$ cat src/key_wake_pkg.sv
// constants, register map and mode encoding for the key wake unit
// assumes a 32-bit apb bus and a power-mode code from the system controller
package key_wake_pkg;

    // ***********************
    // sizes
    // ***********************
    localparam int KEY_PINS = 8;
    localparam int APB_ADDR_W = 12;
    localparam int APB_DATA_W = 32;

    // ***********************
    // register byte offsets
    // ***********************
    localparam logic [11:0] OFS_STATUS_CTRL = 12'h000;
    localparam logic [11:0] OFS_PIN_ENABLE = 12'h004;
    localparam logic [11:0] OFS_EDGE_SELECT = 12'h008;
    localparam logic [11:0] OFS_IRQ_STATUS = 12'h00C;
    localparam logic [11:0] OFS_IRQ_MASK = 12'h010;

    // ***********************
    // status and control fields
    // ***********************
    localparam int SC_LEVEL_MODE = 0;
    localparam int SC_IRQ_ENABLE = 1;
    localparam int SC_ACK = 2;
    localparam int SC_FLAG = 3;

    // ***********************
    // interrupt status fields
    // ***********************
    localparam int IRQ_BITS = 2;
    localparam int IRQ_KEY_EVENT = 0;
    localparam int IRQ_WAKE_EVENT = 1;

    // ***********************
    // reset values
    // ***********************
    localparam logic [7:0] RST_PIN_ENABLE = 8'h00;
    localparam logic [7:0] RST_EDGE_SELECT = 8'h00;
    localparam logic [1:0] RST_IRQ_MASK = 2'h0;

    // ***********************
    // power modes
    // ***********************
    typedef enum logic [2:0] {
        MODE_RUN = 3'b000,
        MODE_WAIT = 3'b001,
        MODE_STOP3 = 3'b010,
        MODE_STOP2 = 3'b011,
        MODE_STOP1 = 3'b100,
        MODE_BDM = 3'b101
    } power_mode_t;

endpackage

$ cat src/key_wake_unit.sv
// key wake unit: eight key pins, edge or edge-plus-level detection,
// one key request, wake request, apb register file and a masked interrupt
// assumes clk is the always-on clock that still runs in stop3 and that
// power_mode comes from logic on the same clock
//
// The implementer's own choices: the register offsets and register access over APB.
`timescale 1ns/1ps

// Summary of operation
// - eight key pins, each counted only when its own enable bit is set
// - edge only or edge plus level for all pins together; per pin polarity low/falling or high/rising
// - enabled pins merge into one request, gated by the key interrupt enable
// - detection keeps running in wait mode when enabled beforehand
// - in wait mode an enabled pin event wakes the processor if enabled
// - in stop3 detection continues without bus clock activity
// - in stop3 an enabled pin event wakes the processor if enabled
// - in stop1 and stop2 the unit detects nothing
// - after stop1 or stop2 all five registers, the event flag and the edge detector are at reset value; the pin synchroniser keeps sampling
// - in background debug mode the unit behaves exactly as in run mode
// - five registers: status/control, pin enables, edge select, interrupt status, interrupt mask
// - status/control holds event flag, interrupt enable and detection mode
module key_wake_unit
    import key_wake_pkg::*;
(
    // clock, reset, enable
    input wire logic clk,
    input wire logic rst_n,
    input wire logic ce,
    // system power mode
    input wire key_wake_pkg::power_mode_t power_mode,
    // key pins
    input wire logic [key_wake_pkg::KEY_PINS-1:0] key_input_pin,
    // apb slave
    input wire logic psel,
    input wire logic penable,
    input wire logic pwrite,
    input wire logic [key_wake_pkg::APB_ADDR_W-1:0] paddr,
    input wire logic [key_wake_pkg::APB_DATA_W-1:0] pwdata,
    output logic [key_wake_pkg::APB_DATA_W-1:0] prdata,
    output logic pready,
    output logic pslverr,
    // requests
    output logic key_request,
    output logic wake_request,
    output logic irq
);

    import key_wake_pkg::*;

    // ***********************
    // helpers
    // ***********************
    // a set polarity bit selects rising edge / high level
    function automatic logic [KEY_PINS-1:0] active_level(
        input logic [KEY_PINS-1:0] pins,
        input logic [KEY_PINS-1:0] pol
    );
        active_level = ~(pins ^ pol);
    endfunction

    function automatic logic addr_is(
        input logic [APB_ADDR_W-1:0] addr,
        input logic [APB_ADDR_W-1:0] ofs
    );
        addr_is = (addr == ofs);
    endfunction

    // ***********************
    // declarations
    // ***********************
    logic [KEY_PINS-1:0] pin_sync1;
    logic [KEY_PINS-1:0] pin_sync2;
    logic [KEY_PINS-1:0] active_prev;
    logic [KEY_PINS-1:0] active_now;
    logic [KEY_PINS-1:0] edge_hit;
    logic [KEY_PINS-1:0] level_hit;
    logic [7:0] pin_detect_enable;
    logic [7:0] edge_select;
    logic level_mode;
    logic key_irq_enable;
    logic event_flag;
    logic [IRQ_BITS-1:0] irq_status;
    logic [IRQ_BITS-1:0] irq_mask;
    logic [IRQ_BITS-1:0] irq_set;
    logic [IRQ_BITS-1:0] irq_clr;
    logic [IRQ_BITS-1:0] next_irq_status;
    logic deep_stop;
    logic wake_mode;
    logic detect_on;
    logic key_hit;
    logic access;
    logic wr_fire;
    logic rd_fire;
    logic ack_write;
    logic [APB_DATA_W-1:0] rd_word;
    logic rd_err;

    // ***********************
    // mode decode
    // ***********************
    // stop1/stop2 power the unit down: registers are held at reset while there
    assign deep_stop = (power_mode == MODE_STOP1) || (power_mode == MODE_STOP2);
    // run, wait, stop3 and debug all detect; stop3 runs off the always-on clock
    assign detect_on = !deep_stop;
    assign wake_mode = (power_mode == MODE_WAIT) || (power_mode == MODE_STOP3);

    // ***********************
    // pin synchroniser and detection
    // ***********************
    always_ff @(posedge clk or negedge rst_n)
    begin
        if (!rst_n)
        begin
            pin_sync1 <= 8'h00;
            pin_sync2 <= 8'h00;
        end
        else if (ce)
        begin
            pin_sync1 <= key_input_pin;
            pin_sync2 <= pin_sync1;
        end
    end

    assign active_now = active_level(pin_sync2, edge_select);

    // prev is forced active while powered down so a pin held active is
    // not mistaken for a fresh edge on the way out of stop1 or stop2
    always_ff @(posedge clk or negedge rst_n)
    begin
        if (!rst_n)
        begin
            active_prev <= 8'hFF;
        end
        else if (ce)
        begin
            if (deep_stop)
            begin
                active_prev <= 8'hFF;
            end
            else
            begin
                active_prev <= active_now;
            end
        end
    end

    assign edge_hit = active_now & ~active_prev & pin_detect_enable;
    assign level_hit = active_now & pin_detect_enable & {KEY_PINS{level_mode}};
    assign key_hit = detect_on && ((|edge_hit) || (|level_hit));

    // ***********************
    // apb decode
    // ***********************
    assign access = psel && penable;
    assign wr_fire = access && pready && pwrite;
    assign rd_fire = access && pready && !pwrite;
    assign ack_write = wr_fire && addr_is(paddr, OFS_STATUS_CTRL) && pwdata[SC_ACK];

    always_comb
    begin
        rd_word = 32'h0000_0000;
        rd_err = 1'b0;
        if (addr_is(paddr, OFS_STATUS_CTRL))
        begin
            rd_word[SC_FLAG] = event_flag;
            rd_word[SC_IRQ_ENABLE] = key_irq_enable;
            rd_word[SC_LEVEL_MODE] = level_mode;
        end
        else if (addr_is(paddr, OFS_PIN_ENABLE))
        begin
            rd_word[7:0] = pin_detect_enable;
        end
        else if (addr_is(paddr, OFS_EDGE_SELECT))
        begin
            rd_word[7:0] = edge_select;
        end
        else if (addr_is(paddr, OFS_IRQ_STATUS))
        begin
            rd_word[IRQ_BITS-1:0] = irq_status;
        end
        else if (addr_is(paddr, OFS_IRQ_MASK))
        begin
            rd_word[IRQ_BITS-1:0] = irq_mask;
        end
        else
        begin
            rd_err = 1'b1;
        end
    end

    // one wait state: pready rises in the second access cycle
    always_ff @(posedge clk or negedge rst_n)
    begin
        if (!rst_n)
        begin
            pready <= 1'b0;
            pslverr <= 1'b0;
            prdata <= 32'h0000_0000;
        end
        else if (ce)
        begin
            pready <= access && !pready;
            pslverr <= access && !pready && rd_err;
            if (access && !pready && !pwrite)
            begin
                prdata <= rd_word;
            end
        end
    end

    // ***********************
    // configuration registers
    // ***********************
    always_ff @(posedge clk or negedge rst_n)
    begin
        if (!rst_n)
        begin
            pin_detect_enable <= RST_PIN_ENABLE;
            edge_select <= RST_EDGE_SELECT;
            level_mode <= 1'b0;
            key_irq_enable <= 1'b0;
            irq_mask <= RST_IRQ_MASK;
        end
        else if (ce)
        begin
            if (deep_stop)
            begin
                pin_detect_enable <= RST_PIN_ENABLE;
                edge_select <= RST_EDGE_SELECT;
                level_mode <= 1'b0;
                key_irq_enable <= 1'b0;
                irq_mask <= RST_IRQ_MASK;
            end
            else if (wr_fire)
            begin
                if (addr_is(paddr, OFS_STATUS_CTRL))
                begin
                    level_mode <= pwdata[SC_LEVEL_MODE];
                    key_irq_enable <= pwdata[SC_IRQ_ENABLE];
                end
                else if (addr_is(paddr, OFS_PIN_ENABLE))
                begin
                    pin_detect_enable <= pwdata[7:0];
                end
                else if (addr_is(paddr, OFS_EDGE_SELECT))
                begin
                    edge_select <= pwdata[7:0];
                end
                else if (addr_is(paddr, OFS_IRQ_MASK))
                begin
                    irq_mask <= pwdata[IRQ_BITS-1:0];
                end
            end
        end
    end

    // ***********************
    // key event flag
    // ***********************
    // a hit in the acknowledge cycle wins, so a held level re-sets at once
    always_ff @(posedge clk or negedge rst_n)
    begin
        if (!rst_n)
        begin
            event_flag <= 1'b0;
        end
        else if (ce)
        begin
            if (deep_stop)
            begin
                event_flag <= 1'b0;
            end
            else if (key_hit)
            begin
                event_flag <= 1'b1;
            end
            else if (ack_write)
            begin
                event_flag <= 1'b0;
            end
        end
    end

    // ***********************
    // sticky interrupt status
    // ***********************
    always_comb
    begin
        irq_set = '0;
        irq_set[IRQ_KEY_EVENT] = key_hit;
        irq_set[IRQ_WAKE_EVENT] = key_hit && key_irq_enable && wake_mode;
        irq_clr = '0;
        if (rd_fire && addr_is(paddr, OFS_IRQ_STATUS))
        begin
            irq_clr = '1;
        end
        next_irq_status = (irq_status & ~irq_clr) | irq_set;
    end

    always_ff @(posedge clk or negedge rst_n)
    begin
        if (!rst_n)
        begin
            irq_status <= '0;
        end
        else if (ce)
        begin
            if (deep_stop)
            begin
                irq_status <= '0;
            end
            else
            begin
                irq_status <= next_irq_status;
            end
        end
    end

    // ***********************
    // request outputs
    // ***********************
    // all registered, so each follows its cause by one cycle
    always_ff @(posedge clk or negedge rst_n)
    begin
        if (!rst_n)
        begin
            key_request <= 1'b0;
            wake_request <= 1'b0;
            irq <= 1'b0;
        end
        else if (ce)
        begin
            key_request <= event_flag && key_irq_enable && !deep_stop;
            wake_request <= event_flag && key_irq_enable && wake_mode;
            irq <= |(irq_status & irq_mask);
        end
    end

endmodule

$ cat config.mk
export PLATFORM = sky130hd
export DESIGN_NAME = key_wake_unit
export DESIGN_NICKNAME = d
export VERILOG_FILES = /design/src/key_wake_pkg.sv /design/src/key_wake_unit.sv
export SDC_FILE = /design/constraint.sdc
export NUM_CORES = 1
export LEC_CHECK = 0
export BUFFER_PORTS_ARGS = -buffer_cell sky130_fd_sc_hd__buf_2
export CORE_AREA = 2 2 104 106
export DETAILED_ROUTE_END_ITERATION = 12
export DIE_AREA = 0 0 106 108
export SYNTH_ARGS = -nofsm -noshare
export SYNTH_HDL_FRONTEND = slang
export SYNTH_SLANG_ARGS = --single-unit
$ cat constraint.sdc
create_clock -name clk -period 3.9 [get_ports clk]
set_clock_uncertainty 0.2 [all_clocks]
set_input_delay 0.78 -clock clk [delete_from_list [all_inputs] [get_ports clk]]
set_output_delay 0.78 -clock clk [all_outputs]
set_load 0.1 [all_outputs]
## Word-level counts from Yosys, hierarchy flattened

Index checks and enable logic that the tools add are counted.

- Register bits after elaboration: 60
- Bits of input ports: 61

- Equality and inequality tests: 11
- Reductions and logical operators: 38
- Multiplexer cells: 41
- Bitwise operators: 11

Operator list:

| cell | count |
|---|---|
| $mux 8 | 11 |
| $and 8x8->8 | 4 |
| $eq 12x4->1 const B | 2 |
| $mux 2 | 12 |
| $logic_and 1x1->1 | 16 |
| $mux 1 | 16 |
| $not 8->8 | 2 |
| $reduce_or 8->1 | 2 |
| $eq 12x3->1 const B | 1 |
| $eq 12x5->1 const B | 1 |
| $logic_not 12->1 | 1 |
| $reduce_bool 2->1 | 5 |
| $xor 8x8->8 | 1 |
| $eq 3x2->1 const B | 2 |
| $mux 6 | 1 |
| $ne 2x2->1 const B | 3 |
| $reduce_and 6->1 | 1 |
| $reduce_and 5->1 | 1 |
| $and 2x2->2 | 2 |
| $mux 4 | 1 |
| $reduce_and 2->1 | 2 |
| $reduce_and 4->1 | 1 |
| $eq 3x1->1 const B | 1 |
| $eq 3x3->1 const B | 1 |
| other kinds (7) | 11 |

## Logic depth before layout (Yosys ltp)

- Word-level depth: 11
- Gate-level depth with buffers: 7
- Gate-level depth less buffers: 6

## Worst setup path before layout

No wires, ideal clock.

- Path kind: reg-to-reg
- Start: register pready
- End: register irq_mask[0]
- Arrival: 1.893 ns
- Path buffers: 0
- Stages on the path, launching flop included: 5
- Setup slack: 1.685 ns
- Required time: 3.578 ns
- Path through: dfrtp_1 -> nand3_1 -> a21boi_4 -> o21ai_0 -> a32o_1

- Longest elaborated chain between the ends: 4

Ends and longest elaborated chain:

| what | RTL line | RTL |
|---|---|---|
| from (decl) | key_wake_unit.sv:40 | `output logic pready,` |
| from (signal assigned) | key_wake_unit.sv:202 | `pready <= access && !pready;` |
| $logic_and 1x1->1 (2 in a row) | key_wake_unit.sv:155 | `assign wr_fire = access && pready && pwrite;` |
| $reduce_bool 2->1 (no line) | - |  |
| $reduce_and 6->1 (no line) | - |  |
| to (signal assigned) | key_wake_unit.sv:251 | `irq_mask <= pwdata[IRQ_BITS-1:0];` |
| to (decl) | key_wake_unit.sv:83 | `logic [IRQ_BITS-1:0] irq_mask;` |

No other way between the ends.
A chain may end at the register's enable or synchronous reset.

## Worst setup path in the final report

- Start: input port power_mode[0]
- End: register edge_select[4]

- Longest elaborated chain between the ends: 4
- Elaborated cells on any way between the ends: 9

Ends and longest elaborated chain:

| what | RTL line | RTL |
|---|---|---|
| from (decl) | key_wake_unit.sv:30 | `input wire key_wake_pkg::power_mode_t power_mode,` |
| $eq 3x3->1 / $eq 3x2->1 (equally long branches) | key_wake_unit.sv:102 | `assign deep_stop = (power_mode == MODE_STOP1) \|\| (power_mode == MODE_STOP2);` |
| $logic_or 1x1->1 * | key_wake_unit.sv:102 |  |
| $ne 2x2->1 (no line) / $reduce_bool 2->1 (equally long branches) | - |  |
| $reduce_and 5->1 (no line) | - |  |
| to (signal assigned) | key_wake_unit.sv:247 | `edge_select <= pwdata[7:0];` |
| to (decl) | key_wake_unit.sv:78 | `logic [7:0] edge_select;` |

Mark *: on every way between the ends. The rest lies on a longest branch, timed or not.

==> qor.log <==
INFO  global_route   grt_remaining_overflow=0
INFO  critical_path  cp_peak_stage_delay=0.44ns
INFO  clock_network  cts.repair.resized=0
INFO  power_and_ir_drop peakVddDrop=0.130mV
INFO  final_layout   num-fill-cells=1,050
INFO  route          drt-pass1-iter-count=5
INFO  synthesis      synth_cell_types=43
INFO  synthesis      synth_edf_count=0
INFO  synthesis      synth.ff_latch_count=60
INFO  clock_network  cts_hold_repair.buffers=0
INFO  placed_design  placed_instance_area=3320µm²
INFO  timing         final_cycle_share=0.593
INFO  timing         final.hold.worst_slack=0.284ns
INFO  placed_design  dp_worst_setup_slack=1.21ns
INFO  placed_design  dp_hpwl=5170µm
INFO  critical_path  cp_slowest_cell=sky130_fd_sc_hd__o22a_1
INFO  final_layout   final_cells=495
INFO  synthesis      synth_seq_area_share=0.502
INFO  clock_network  cts.reportedPaths.clkPinSlew=0.08ns
INFO  critical_path  worst-endpoint-arrival=2.36ns
INFO  critical_path  worstPathRequired=3.95ns
INFO  critical_path  cells_along_the_critical_path=buf_2, nand2b_1, o22a_1, a21boi_4, nand3_1, o21ai_0
INFO  clock_network  cts_tree=built
INFO  timing         finalHoldViolations=0
INFO  synthesis      synth_area_per_cell=10.0µm²
INFO  clock_network  cts.path.max_buffers=2
INFO  critical_path  path_max_fanout=15
INFO  timing         report.final.setup_viol=0
INFO  job            max_cap_viol_count=0
INFO  timing         final.min_clock_period=2.31ns
INFO  critical_path  setup.worst_path.class=primary input to flop
INFO  global_route   wire_length_of_the_first_global_routing_pass=11,400µm
INFO  synthesis      syn_inst=301
INFO  final_layout   multi_input_comb_area=1340µm²
INFO  global_route   first_global_vias=2,295
INFO  final_layout   finish.instance_area=3540µm²
INFO  floorplanning  placeableCoreArea=10,200µm²
INFO  floorplanning  die_x=106µm
INFO  route          drtIter0Drc=115
INFO  clock_network  worst_skew_pair.late_latency=0.34ns
INFO  final_layout   commonest_non_fill_non_tap_cells_in_the_layout=sky130_fd_sc_hd__dfrtp_1, sky130_fd_sc_hd__buf_2, sky130_fd_sc_hd__nand2_1, sky130_fd_sc_hd__nor2_1, sky130_fd_sc_hd__conb_1
INFO  critical_path  critical_path.startpoint_type=primary input
INFO  timing         maxSlewViolCount=0
INFO  route          wirelength=6960µm
INFO  min_path       hold_path_class=flop to flop
INFO  final_layout   nNetsFinal=415
INFO  final_layout   regArea=1510µm²
INFO  final_layout   antenna_cells=0
INFO  clock_network  cts_buffers=9
INFO  synthesis      synth.cell_area=3010µm²
INFO  synthesis      ys_warn_count=0
INFO  critical_path  worst_path_dominant_cell_family=compound AO/OA/AOI/OAI gates
INFO  placed_design  port-buffer-count=49
INFO  timing         worst_max_slew_margin_expressed_relative_to_the_limit=0.271
INFO  synthesis      async_flop_share=1.00
INFO  power_and_ir_drop power.density=446nW/µm²
INFO  route          via_per_inst=4.76
INFO  route          ant_nets=0
INFO  placed_design  placedCellCount=479
INFO  floorplanning  floorplan.io_pins=98
INFO  clock_network  postCtsSetupBuffers=0
INFO  power_and_ir_drop p_leak=1.61nW
INFO  timing         fin_ws=1.59ns
INFO  timing         timing.fmax=433MHz
INFO  final_layout   drive_gt1_frac=0.287
INFO  outcome        outcome=complete, no violations
INFO  critical_path  reg2reg_slack=2.15ns
INFO  global_route   grt_antenna_before_repair=0
INFO  clock_network  cts_root_buf=sky130_fd_sc_hd__clkbuf_8
INFO  timing         grt_setup_unrepaired=false
INFO  clock_network  clkSinkCount=60
INFO  floorplanning  floorplan.die.height=108µm
INFO  floorplanning  start_util=0.294
INFO  placed_design  finalWeightedCongestion=0.811
INFO  global_route   grt_start_max_net_pins=49
INFO  floorplanning  floorplan.die_area=11,400µm²
INFO  clock_network  cts-htree-levels=3
INFO  timing         max_slew.worst_pin.slew=1.09ns
INFO  critical_path  endpoint_kind=flop
INFO  final_layout   mostFrequentLayoutCell=sky130_fd_sc_hd__dfrtp_1
INFO  final_layout   flow.area_growth_from_synthesis=17.7%
INFO  synthesis      dominantRegCellSynth=sky130_fd_sc_hd__dfrtp_1
INFO  timing         finalSetupTns=0ns
INFO  route          route.vias.total=2,354
INFO  floorplanning  std_cell_rows=37
INFO  global_route   gr-usage-all-layers=0.129
INFO  route          avgRoutedWirePerCell=14.1µm
INFO  route          remaining_drc_errors=0
INFO  critical_path  worstPathBufferInverterCount=1
## power breakdown
part	switching [mW]	internal [mW]
clock network	0.258	0.376
logic	0.196	0.0625
registers	0.0217	0.667
total	0.475	1.11
## area by class of cell
cell class | instances | area share
multi-input combinational | 224 | 0.378
tap | 136 | 0.0480
inverter | 6 | 0.00636
timing repair buffer | 53 | 0.0777
clock buffer | 10 | 0.0388
clock inverter | 6 | 0.0247
sequential | 60 | 0.427
## worst register-to-register path: stages (launching register included)
cell                      delay (ns)
sky130_fd_sc_hd__dfrtp_1        0.42
sky130_fd_sc_hd__xnor2_1        0.17
sky130_fd_sc_hd__nand2_1        0.11
sky130_fd_sc_hd__nand4_1        0.09
sky130_fd_sc_hd__o21ai_0        0.17
sky130_fd_sc_hd__nand3_1        0.19
sky130_fd_sc_hd__a32o_1         0.30
## cell families after synthesis
logic type	share of synthesized area
DFF	0.502
AOI/OAI and AO/OA	0.147
muxes	0.0831
xor gates and xnor gates	0.0262
other	0.00125
and+or+nand+nor	0.158
buffers and inverters	0.0823
## synthesized netlist by cell type (all sizes together) (6+ instances only)
| library cell | number | share of area |
|---|---|---|
| a21oi | 11 | 0.018 |
| buf | 30 | 0.070 |
| dfrtp | 52 | 0.43 |
| dfstp | 8 | 0.070 |
| inv | 6 | 0.0075 |
| mux2 | 16 | 0.060 |
| mux2i | 7 | 0.023 |
| nand2 | 48 | 0.062 |
| nand3 | 8 | 0.013 |
| nor2 | 25 | 0.032 |
| o21ai | 27 | 0.046 |
| o22ai | 8 | 0.017 |
| xnor2 | 9 | 0.026 |
## sequential cells by signal (all words and copies together), names as in the netlist, 2 cells and up
name,count
irq_status,2
edge_select,8
pin_detect_enable,8
irq_mask,2
prdata,8
pin_sync1,8
active_prev,8
pin_sync2,8
## per-stage QoR
stage,total power [mW],util
after floorplan,0.918,-
after global placement,0.956,0.324
after detailed placement,0.961,0.324
after CTS,1.60,0.346
after global routing,1.64,0.346
final,1.58,0.346
## final timing paths
| kind | startpoint | endpoint | cells after the start |
|---|---|---|---|
| setup reg to reg | edge_select[5] | event_flag | 6 |
| setup / recovery | power_mode[0] | edge_select[4] | 6 |
| hold reg to reg | prdata[6] | prdata[6] | 2 |
| hold / removal | prdata[6] | prdata[6] | 2 |
| min in group asynchronous | rst_n | prdata[1] | 1 |
| max in group asynchronous | rst_n | active_prev[4] | 2 |
## per-layer routing
| metal | routed length [µm] | GRT usage | share of wire | up-vias |
|---|---|---|---|---|
| met1 | 3120 | 0.162 | 0.45 | 1126 |
| li1 | - | - | - | 1115 |
| met5 | 0 | 0 | 0 | - |
| met2 | 3170 | 0.207 | 0.46 | 99 |
| met3 | 520 | 0.0356 | 0.075 | 14 |
| met4 | 150 | 0.0592 | 0.022 | 0 |
Power figures use the tool's default switching activity.
